$ cat src/hdl/tas_defines.vh
`ifndef TAS_DEFINES_VH
`define TAS_DEFINES_VH
// core clock rate and alarm timing
`define TAS_CLK_HZ            25000000
`define TAS_TICK_MS           100
`define TAS_TICK_CYCLES       ((`TAS_CLK_HZ / 1000) * `TAS_TICK_MS)
`define TAS_YELLOW_DECL_TENTHS 9'h01b
`define TAS_TIME_MIN          9'h001
`define TAS_TIME_MAX          9'h12c
`define TAS_TIME_RESET        9'h00a
// channel layout
`define TAS_CHANNELS          24
`define TAS_CHAN_W            5
`define TAS_FRAME_W           5
`define TAS_D4_FRAMES         5'h0c
`define TAS_ESF_FRAMES        5'h18
`define TAS_RBS_PERIOD        5'h06
// circuit kinds presented on cross-connect
`define TAS_KIND_VOICE        3'h0
`define TAS_KIND_DATA         3'h1
`define TAS_KIND_SWITCHED_56K_MODE         3'h2
`define TAS_KIND_CTRL         3'h3
`define TAS_KIND_BYPASS       3'h4
`endif

$ cat src/hdl/tas_alarm_channel.v
// Function
// - declaration_time_setting alarm after fault persists declaration time
// - red declaration time 1..300 tenths
// - yellow declaration fixed 2.7 s
// - clear after fault absent clearing time
// - clearing time 1..300 tenths
// - new times take effect at restart
// - ESF red alarm on aggregate link sends yellow to far end
// - newer convention: yellow until red clears
// - older convention: yellow stops on resync
// - release choice: resync or red clear
// - release choice only honoured under ESF
// - conventions alter only ESF behaviour
// - 24 channels, per-channel configuration
// - D4 overwrite LSB frames 6, 12
// - ESF overwrite LSB frames 6,12,18,24
// - signalling default on, cross-connect defaults
// - inversion complements all payload bits
// - cross-connect inversion defaults by kind
// - bypass connections default no inversion
// - red fault is frame alignment loss
// - yellow fault is far-end alarm indication
`timescale 1ns/1ns
`include "tas_defines.vh"
module tas_alarm_channel #(
	parameter TICK_CYCLES = `TAS_TICK_CYCLES,
	parameter CHANNELS    = `TAS_CHANNELS
) (
	// clock and reset
	input  wire       core_clk,
	input  wire       reset,

	// line status pins
	input  wire       frame_lost_pin,
	input  wire       far_alarm_pin,

	// configuration
	input  wire       esf_mode,
	input  wire [8:0] declaration_time_setting,
	input  wire [8:0] clearing_time_setting,
	input  wire       remote_alarm_release_choice,
	input  wire       aggregate_link,

	// per-channel configuration writes
	input  wire       chan_cfg_we,
	input  wire [4:0] chan_cfg_idx,
	input  wire       chan_cfg_rbs,
	input  wire       chan_cfg_invert,

	// cross-connect event
	input  wire       xconn_we,
	input  wire [4:0] xconn_idx,
	input  wire [2:0] xconn_kind,

	// outgoing payload stream
	input  wire       pay_valid,
	input  wire [4:0] pay_frame,
	input  wire [4:0] pay_chan,
	input  wire [7:0] pay_data,
	input  wire       pay_sig_bit,

	// alarm status
	output reg        red_alarm_reg,
	output reg        yellow_alarm_reg,
	output reg        send_yellow_reg,

	// processed stream
	output reg        out_valid_reg,
	output reg  [7:0] out_data_reg,

	// channel status readback
	output wire       lsb_signalling_enabled,
	output wire       lsb_signalling_disabled,
	output wire       chan_invert_state
);

	localparam release_on_resync            = 1'b0;
	localparam release_on_local_alarm_clear = 1'b1;

	// timing notes
	// - every time setting is in tenths of a second
	// - a zero or oversize setting is pulled into 1..300
	// - a new setting is taken only while a timer is idle
	// - so a change during a running count waits for it

	// clamp a programmed time into the legal window
	function [8:0] clamp_time;
		input [8:0] t;
		begin
			if (t < `TAS_TIME_MIN)
				clamp_time = `TAS_TIME_MIN;
			else if (t > `TAS_TIME_MAX)
				clamp_time = `TAS_TIME_MAX;
			else
				clamp_time = t;
		end
	endfunction

	// line pins come from outside the clock domain
	// - first stage may go metastable, never decoded
	// - a level counts once stages two and three agree
	// - adds three to four cycles before any timer starts

	// three-stage synchronisers for line pins
	reg [2:0] lost_sync_reg;
	reg [2:0] far_sync_reg;
	reg       lost_reg;
	reg       far_reg;
	always @(posedge core_clk or posedge reset)
	begin
		if (reset)
		begin
			lost_sync_reg <= 3'h0;
			far_sync_reg  <= 3'h0;
			lost_reg      <= 1'b0;
			far_reg       <= 1'b0;
		end
		else
		begin
			lost_sync_reg <= {lost_sync_reg[1:0], frame_lost_pin};
			far_sync_reg  <= {far_sync_reg[1:0], far_alarm_pin};
			if (lost_sync_reg[2] == lost_sync_reg[1])
				lost_reg <= lost_sync_reg[2];
			if (far_sync_reg[2] == far_sync_reg[1])
				far_reg <= far_sync_reg[2];
		end
	end

	// shared time base for both alarm timers
	// - free running, so the first tick of a count is partial
	// - a limit of n ticks therefore spans n-1 to n periods

	// 100 ms tick generator
	reg  [21:0] tick_cnt_reg;
	wire        tick = (tick_cnt_reg == TICK_CYCLES - 1);
	always @(posedge core_clk or posedge reset)
	begin
		if (reset)
			tick_cnt_reg <= 22'h0;
		else if (tick)
			tick_cnt_reg <= 22'h0;
		else
			tick_cnt_reg <= tick_cnt_reg + 22'h1;
	end

	// red alarm follows frame alignment loss
	// - counting only while the synced level differs from the alarm
	// - any return to agreement restarts the count from zero
	// - declaration_time_setting limit while clear, clearing limit while raised
	// - a short outage never raises the alarm

	// red timer: counts while condition differs from alarm state
	reg  [8:0] red_cnt_reg;
	reg  [8:0] red_limit_reg;
	wire       red_pending = (lost_reg != red_alarm_reg);
	always @(posedge core_clk or posedge reset)
	begin
		if (reset)
		begin
			red_cnt_reg   <= 9'h0;
			red_limit_reg <= `TAS_TIME_RESET;
			red_alarm_reg <= 1'b0;
		end
		else if (!red_pending)
		begin
			red_cnt_reg   <= 9'h0;
			// latch new limit only while idle
			red_limit_reg <= red_alarm_reg ? clamp_time(clearing_time_setting)
				: clamp_time(declaration_time_setting);
		end
		else if (tick)
		begin
			if (red_cnt_reg + 9'h1 >= red_limit_reg)
			begin
				red_alarm_reg <= lost_reg;
				red_cnt_reg   <= 9'h0;
			end
			else
				red_cnt_reg <= red_cnt_reg + 9'h1;
		end
	end

	// yellow alarm follows the far-end indication
	// - declaration fixed, not programmable
	// - clearing uses the same setting as red
	// - same restart behaviour as the red timer

	// yellow timer: fixed 2.7 s declaration, shared clearing time
	reg  [8:0] yel_cnt_reg;
	reg  [8:0] yel_limit_reg;
	wire       yel_pending = (far_reg != yellow_alarm_reg);
	always @(posedge core_clk or posedge reset)
	begin
		if (reset)
		begin
			yel_cnt_reg      <= 9'h0;
			yel_limit_reg    <= `TAS_YELLOW_DECL_TENTHS;
			yellow_alarm_reg <= 1'b0;
		end
		else if (!yel_pending)
		begin
			yel_cnt_reg   <= 9'h0;
			yel_limit_reg <= yellow_alarm_reg ? clamp_time(clearing_time_setting)
				: `TAS_YELLOW_DECL_TENTHS;
		end
		else if (tick)
		begin
			if (yel_cnt_reg + 9'h1 >= yel_limit_reg)
			begin
				yellow_alarm_reg <= far_reg;
				yel_cnt_reg      <= 9'h0;
			end
			else
				yel_cnt_reg <= yel_cnt_reg + 9'h1;
		end
	end

	// yellow sent back while red is raised
	// - ESF: only for faults on the aggregate link
	// - newer convention holds it until red clears
	// - older convention drops it on regained alignment
	// - D4 ignores the release choice entirely
	// - far end then applies its own clearing time

	// outgoing yellow towards far end
	wire release_mode = esf_mode ? remote_alarm_release_choice
		: release_on_local_alarm_clear;
	always @(posedge core_clk or posedge reset)
	begin
		if (reset)
			send_yellow_reg <= 1'b0;
		else if (!red_alarm_reg)
			send_yellow_reg <= 1'b0;
		else if (release_mode == release_on_resync && !lost_reg)
			send_yellow_reg <= 1'b0;
		else
			send_yellow_reg <= aggregate_link | !esf_mode;
	end

	// one signalling and one inversion bit per channel
	// - reset: signalling on, no inversion everywhere
	// - cross-connect kind sets defaults, wins over a write
	// - voice leaves signalling as it was
	// - control channel defaults change on the aggregate only

	// per-channel configuration arrays
	reg [CHANNELS-1:0] rbs_en_reg;
	reg [CHANNELS-1:0] inv_reg;
	always @(posedge core_clk or posedge reset)
	begin
		if (reset)
		begin
			rbs_en_reg <= {CHANNELS{1'b1}};
			inv_reg    <= {CHANNELS{1'b0}};
		end
		else if (xconn_we && xconn_idx < CHANNELS)
		begin
			case (xconn_kind)
			`TAS_KIND_VOICE:
			begin
				inv_reg[xconn_idx] <= 1'b1;
			end
			`TAS_KIND_DATA:
			begin
				rbs_en_reg[xconn_idx] <= 1'b0;
				inv_reg[xconn_idx]    <= 1'b0;
			end
			`TAS_KIND_SWITCHED_56K_MODE:
			begin
				rbs_en_reg[xconn_idx] <= 1'b1;
				inv_reg[xconn_idx]    <= 1'b0;
			end
			`TAS_KIND_CTRL:
			begin
				if (aggregate_link)
				begin
					rbs_en_reg[xconn_idx] <= 1'b0;
					inv_reg[xconn_idx]    <= 1'b0;
				end
			end
			`TAS_KIND_BYPASS:
			begin
				inv_reg[xconn_idx] <= 1'b0;
			end
			default:
			begin
				inv_reg[xconn_idx] <= inv_reg[xconn_idx];
			end
			endcase
		end
		else if (chan_cfg_we && chan_cfg_idx < CHANNELS)
		begin
			rbs_en_reg[chan_cfg_idx] <= chan_cfg_rbs;
			inv_reg[chan_cfg_idx]    <= chan_cfg_invert;
		end
	end

	// status of the channel named by the write index
	// - out-of-range index reads as all zero

	// readback for the addressed channel
	wire cfg_hit = (chan_cfg_idx < CHANNELS);
	assign lsb_signalling_enabled  = cfg_hit & rbs_en_reg[chan_cfg_idx];
	assign lsb_signalling_disabled = cfg_hit & ~rbs_en_reg[chan_cfg_idx];
	assign chan_invert_state       = cfg_hit & inv_reg[chan_cfg_idx];

	// robbed frames: 6 and 12 in D4, 6 to 24 step 6 in ESF
	// - frame zero or beyond the superframe never robbed
	// - inversion applied before the lsb is replaced
	// - data channels must have signalling turned off

	// signalling frame decode: every sixth frame
	wire [4:0] frame_top = esf_mode ? `TAS_ESF_FRAMES : `TAS_D4_FRAMES;
	wire       sig_frame = (pay_frame != 5'h0) && (pay_frame <= frame_top)
		&& ((pay_frame % `TAS_RBS_PERIOD) == 5'h0);
	wire       chan_ok   = (pay_chan < CHANNELS);
	wire       ch_rbs    = chan_ok & rbs_en_reg[pay_chan];
	wire       ch_inv    = chan_ok & inv_reg[pay_chan];
	wire [7:0] inv_data  = ch_inv ? ~pay_data : pay_data;

	// one cycle of latency on the stream
	// - data holds between valid bytes
	// - valid follows input valid exactly

	// lsb_signalling_overwrite and inversion of the payload
	always @(posedge core_clk or posedge reset)
	begin
		if (reset)
		begin
			out_valid_reg <= 1'b0;
			out_data_reg  <= 8'h00;
		end
		else
		begin
			out_valid_reg <= pay_valid;
			if (pay_valid)
			begin
				if (ch_rbs && sig_frame)
					out_data_reg <= {inv_data[7:1], pay_sig_bit};
				else
					out_data_reg <= inv_data;
			end
		end
	end

endmodule // tas_alarm_channel

$ cat config.mk
export PLATFORM = sky130hd
export DESIGN_NAME = tas_alarm_channel
export DESIGN_NICKNAME = d
export VERILOG_FILES = /design/src/hdl/tas_alarm_channel.v
export VERILOG_INCLUDE_DIRS = /design/src /design/src/hdl
export SDC_FILE = /design/constraint.sdc
export NUM_CORES = 1
export LEC_CHECK = 0
export BUFFER_PORTS_ARGS = -buffer_cell sky130_fd_sc_hd__buf_2
export CAP_MARGIN = 25
export CORE_ASPECT_RATIO = 0.75
export CORE_MARGIN = 4
export CORE_UTILIZATION = 57
export CTS_CLUSTER_SIZE = 10
export DETAILED_ROUTE_END_ITERATION = 7
export PLACE_DENSITY = 0.82
export SLEW_MARGIN = 40
export SYNTH_ARGS = -nofsm -noshare
export SYNTH_HDL_FRONTEND = slang
export SYNTH_SLANG_ARGS = --single-unit
$ cat constraint.sdc
create_clock -name core_clk -period 4.72 [get_ports core_clk]
set_clock_uncertainty 0.15 [all_clocks]
set_input_delay 0.944 -clock core_clk [delete_from_list [all_inputs] [get_ports core_clk]]
set_output_delay 0.944 -clock core_clk [all_outputs]
set_load 0.005 [all_outputs]
==> results of run 1 <==
==> area by class of cell <==
type | instances | area [um^2] | area share
well taps | 205 | 256 | 0.0257
clock buffers | 20 | 457 | 0.0458
flip-flops and latches | 126 | 3190 | 0.320
multi-input cells | 792 | 5290 | 0.530
inverters | 35 | 136 | 0.0137
clock inverters | 12 | 159 | 0.0159
repair buffers | 90 | 485 | 0.0487
diodes | 1 | 2.50 | 0.000251
==> synthesized netlist by cell type, types with 19 or more instances <==
cell type | n | area share
nand4_1 | 25 | 0.018
dfstp_2 | 30 | 0.089
nand2_1 | 128 | 0.054
dfrtp_1 | 96 | 0.27
nand3_1 | 56 | 0.032
nor2_1 | 85 | 0.036
a31oi_1 | 19 | 0.013
mux4_2 | 28 | 0.071
ha_1 | 25 | 0.035
xnor2_1 | 34 | 0.034
o21ai_0 | 105 | 0.059
a21oi_1 | 57 | 0.032
o22a_1 | 25 | 0.025
inv_1 | 35 | 0.015
clkbuf_1 | 42 | 0.018
==> worst max path at each step <==
stage                                          to  slack [ns]  cells past startpoint
after global routing      lsb_signalling_disabled        0.79                      7
after CTS                 lsb_signalling_disabled        0.93                      7
final                     lsb_signalling_disabled        0.90                      7
after floorplan               far_reg$_DFFE_PP0N_        0.32                      1
after global placement    lsb_signalling_disabled        0.98                      7
after detailed placement  lsb_signalling_disabled        0.93                      7
==> where the power goes <==
part           internal [mW]  switching [mW]  leakage (nW)
logic                  0.315           0.380          2.31
registers               1.22           0.165          1.55
clock network          0.863           0.523         0.297
==> cells by family (layout without fill, tap and decap cells) <==
family,count (synthesis),count (layout)
AO/OA/AOI/OAI,289,289
XOR/XNOR,46,46
adder cells (fa/ha/maj),28,28
buffers and inverters,95,157
flip-flops,126,126
multiplexers,51,51
other,0,1
AND/OR/NAND/NOR,378,378
==> metrics by stage <==
step / total power, mW / cells / instance area, um^2 / hold slack, ns
2_1_floorplan: 1.82 / 1013 / 8860 / 0.181
6_report: 3.47 / 1281 / 9980 / 0.198
3_3_place_gp: 2.05 / 1248 / 9340 / 0.183
3_5_place_dp: 2.07 / 1248 / 9340 / 0.186
4_1_cts: 3.45 / 1280 / 9960 / 0.196
5_1_grt: 3.61 / 1280 / 9970 / 0.194
==> metal layers <==
| layer | routed length, um | GRT usage |
|---|---|---|
| met1 | 11200 | 0.431 |
| met2 | 11300 | 0.428 |
| met3 | 3210 | 0.0859 |
| met4 | 719 | 0.105 |
| met5 | 0 | 0 |
==> layout by cell type, fill, tap and decap left out, types with 5 or more instances in the layout <==
master	n
xor2_1	11
mux2i_1	14
dfrtp_1	96
a311oi_1	5
buf_2	76
xnor2_1	34
nor2_1	84
o221ai_1	13
buf_4	14
nor3b_1	8
o22ai_1	9
clkbuf_16	17
o41ai_1	5
nand2b_1	12
nand3_1	56
mux2_2	7
a21o_1	9
and2_1	5
nor4_1	7
o21ai_1	5
a21oi_1	57
nor3_1	8
a31oi_1	18
o21ai_0	105
nor2b_1	15
a22oi_1	8
mux4_2	28
o22a_1	25
nand4_1	25
inv_1	34
and3_1	10
nand2_1	127
ha_1	25
dfstp_2	30
==> impl_metrics.yaml, run 1 <==
place:
  pre_cts_ws_ns: 0.933
  dpl.hpwl_um: 18400
  port_buffers: 76
  gp_congestion: 1.00
timing:
  max_slew_margin: 0.395
  setup_tns_ns: 0
  rsz0062_at_grt: "no"
  layout_min_cycle_time_ns: 3.82
  worst_pin_slew_ns: 0.901
  max_freq_mhz: 262
  hold_viol_final: 0
  drv_slew: 0
  finalSetupViolCount: 0
  fin_ws_ns: 0.898
  period_share: 0.810
clock_tree:
  clk_pin_slew_worst_paths_ns: 0.06
  postCtsHoldBufs: 0
  cts_tree: "done"
  clkSinkCount: 126
  cts_made_buffers: 17
  root_buffer: "clkbuf_16"
  worstSkewPairLatency_ns: 0.43
  htreeDepth: 4
  cts.path.max_buffers: 2
  cts_resized: 0
  post_cts.repair.setup_buffers: 0
power_and_ir_drop:
  p_leak_nw: 4.16
  p_per_area_nw_per_um2: 348
  peakVddDrop_v: 0.000233
synthesis:
  synthAdderAreaFrac: 0.0387
  synth-main-ff-cell: "dfrtp_1"
  seq_area_frac_synth: 0.360
  synthesis.nets: 1100
  muxShareOfSynthArea: 0.0984
  yosysWarnings: 0
  synth-seq-cells: 126
  syn_area_um2: 8860
  synth_top_family_by_area: "compound AO/OA/AOI/OAI gates"
  synth_xor_area_frac: 0.0455
  synth-compound-area-share: 0.206
  yosysUniqueCellTypes: 69
  async_flop_share: 1.00
  synth-simple-area-share: 0.204
  synth_edf_count: 0
  syn-instance-count: 1013
  syn_area_per_cell_um2: 8.75
layout:
  area_growth_pct: 12.6
  nets: 1149
  drive_gt1_frac: 0.186
  final_core_util: 0.655
  nFillCells: 1252
grt:
  antenna_found_initial: 0
  grt_pass1_wl_um: 41500
  grt_max_degree: 70
  grt_overflow: 0
  grtUsageTotal: 0.297
  first_global_vias: 7806
die:
  initial_core_util: 0.582
  die_area_um2: 17600
  die_y_um: 116
  fp-row-count: 39
  die_x_um: 152
  core_um2: 15200
  io_pins: 77
worst_setup_path:
  path_cells: "buf_2 -> mux4_2 -> nor2b_1 -> a21oi_1 -> nand3_1 -> a21oi_1 -> buf_2"
  critPathBufInv: 2
  critPathTopFamily: "buffers and inverters"
  start_kind: "input port"
  max_stage_delay_ns: 0.57
  r2r_slack_ns: 1.51
  worstPathArrival_ns: 2.73
  r2r-start: "yel_cnt_reg[0]$_DFFE_PP0P_"
  cp_slowest_cell: "mux4_2"
  worstPathRequired_ns: 3.63
  path_class: "input port to primary output"
  r2r_end: "yellow_alarm_reg$_DFFE_PP0P_"
  reg2reg_depth: 11
  crit_path_end_kind: "primary output"
  crit_start: "chan_cfg_idx[0]"
  crit_path_max_fanout: 19
run_status:
  status: "complete, no violations"
route:
  drt-initial-drc-count: 1256
  wirelength_um: 26400
  route.vias.total: 8400
  first_pass_iters: 6
  drc: 0
  ant_nets: 0
  vias_per_cell: 6.56
  wire_per_inst_um: 20.6
worst_hold_path:
  holdCritStartpoint: "lost_sync_reg[0]$_DFF_PP0_"
  min_path_cells: 0
  holdPathEnd: "lost_sync_reg[1]$_DFF_PP0_"
  hp-class: "register to register"
flow_run:
  drv_cap: 0
Power figures use the tool's default switching activity.
==> run 2, diff against run 1 <==
--- a/config.mk
+++ b/config.mk
@@ -10,7 +10,7 @@
 export CAP_MARGIN = 25
 export CORE_ASPECT_RATIO = 0.75
 export CORE_MARGIN = 4
-export CORE_UTILIZATION = 57
+export CORE_UTILIZATION = 55
 export CTS_CLUSTER_SIZE = 10
 export DETAILED_ROUTE_END_ITERATION = 7
 export PLACE_DENSITY = 0.82
==> constraint.sdc (replaced) <==
create_clock -name core_clk -period 3.3 [get_ports core_clk]
set_clock_uncertainty 0.15 [all_clocks]
set_input_delay 0.66 -clock core_clk [delete_from_list [all_inputs] [get_ports core_clk]]
set_output_delay 0.66 -clock core_clk [all_outputs]
set_load 0.005 [all_outputs]
==> run 2 against run 1 <==
Core utilization fell by 0.39 points. Power up 40%. First-iteration DRC count shrank 4.0%. Wire length decreased by 0.20%.
==> impl_metrics.yaml, run 2 (synthesized netlist as in run 1, its figures left out) <==
timing:
  worst_pin_slew_ns: 0.779
  fin_hold_ws_ns: 0.140
  period_share: 0.938
  layout_min_cycle_time_ns: 3.10
  max_slew_margin: 0.481
  drv_slew: 0
  hold_viol_final: 0
  finalSetupViolCount: 0
  rsz0062_at_grt: "no"
  max_freq_mhz: 323
worst_setup_path:
  worstPathArrival_ns: 2.29
  worstPathRequired_ns: 2.49
  start_kind: "input port"
  crit_path_end_kind: "primary output"
  path_class: "input port to primary output"
  crit_path_max_fanout: 11
clock_tree:
  htreeDepth: 4
  cts_resized: 0
  cts_made_buffers: 17
  worstSkewPairLatency_ns: 0.42
  postCtsHoldBufs: 0
  clkSinkCount: 126
  root_buffer: "clkbuf_16"
  post_cts.repair.setup_buffers: 0
  cts.path.max_buffers: 2
  clk_pin_slew_worst_paths_ns: 0.06
  cts_tree: "done"
layout:
  final_cell_mix: "nand2_1 (127), o21ai_0 (105), dfrtp_1 (96)"
  finalNonFillerCells: 1298
  nets: 1165
  area_growth_pct: 14.1
  layout_commonest_cell: "nand2_1"
  drive_gt1_frac: 0.196
place:
  gp_congestion: 0.984
  port_buffers: 76
  dpl.hpwl_um: 18700
  place_inst: 1264
route:
  ant_nets: 0
  route.met2.wl_um: 11200
  drc: 0
  top_layer: "met4"
  route.vias.total: 8528
  wire_per_inst_um: 20.3
  drt-initial-drc-count: 1206
  wirelength_um: 26400
  wl_met3_um: 3280
  vias_per_cell: 6.57
  drt-met1-wl_um: 11200
  first_pass_iters: 6
run_status:
  status: "complete, no violations"
grt:
  grt_max_degree: 64
  first_global_vias: 7932
  antenna_found_initial: 2
  grt_pass1_wl_um: 42100
  grt_overflow: 0
  grtUsageTotal: 0.287
die:
  die_x_um: 155
  initial_core_util: 0.571
  io_pins: 77
  die_y_um: 118
  die_area_um2: 18200
  fp-row-count: 39
  core_um2: 15500
flow_run:
  drv_cap: 0
power_and_ir_drop:
  finalPower_mw: 4.87
  peakVddDrop_v: 0.000338
  p_per_area_nw_per_um2: 481
  p_leak_nw: 4.23
worst_hold_path:
  hp-class: "input port to async pin"
## run 2: metrics by stage
step	util	setup slack (ns)	instance area, um^2	TNS, ns
finish	0.651	0.204	10100	0
global route	0.651	0.0152	10100	0
global placement	0.613	0.0773	9510	0
floorplan	-	0.331	8860	0
detailed placement	0.613	-0.0851	9510	-0.0851
CTS	0.651	0.217	10100	0
## run 2: where the power goes
part / switching, mW / internal [mW]
combinational: 0.563 / 0.478
clock: 0.731 / 1.13
sequential: 0.209 / 1.75
total: 1.50 / 3.36
## run 2: worst paths after layout
path	start	to	slack [ns]	cells after the start
max	chan_cfg_idx[0]	lsb_signalling_disabled	0.20	7
max in group asynchronous	reset	async pin	2.12	3
min reg2reg	lost_sync_reg[0]$_DFF_PP0_	lost_sync_reg[1]$_DFF_PP0_	0.19	0
min	reset	tick_cnt_reg[8]$_DFF_PP0_	0.14	2
max reg2reg	yel_cnt_reg[0]$_DFFE_PP0P_	yel_cnt_reg[0]$_DFFE_PP0P_	0.40	12
min in group core_clk	lost_sync_reg[0]$_DFF_PP0_	lost_sync_reg[1]$_DFF_PP0_	0.19	0
## run 2: final cells by class
| cell class | instances | area, um^2 |
|---|---|---|
| diodes | 2 | 5.00 |
| clock buffers | 19 | 443 |
| clock inverters | 13 | 141 |
| fillers | 1258 | 5410 |
| inverters | 35 | 135 |
| multi-input cells | 792 | 5280 |
| flip-flops and latches | 126 | 3190 |
| well taps | 205 | 256 |
| repair buffers | 106 | 656 |
## run 2: per-layer routing
layer / vias to the layer above / global-route usage
met5: - / 0.0112
met4: 0 / 0.0949
met3: 75 / 0.0834
met2: 563 / 0.403
met1: 4026 / 0.424
li1: 3864 / -
## run 2: critical path, cell delays in order
cell and delay (ns):
buf_2 0.33, mux4_2 0.55, nor2b_1 0.15, a21oi_1 0.18, nand3_1 0.16, a21oi_1 0.13, buf_2 0.12
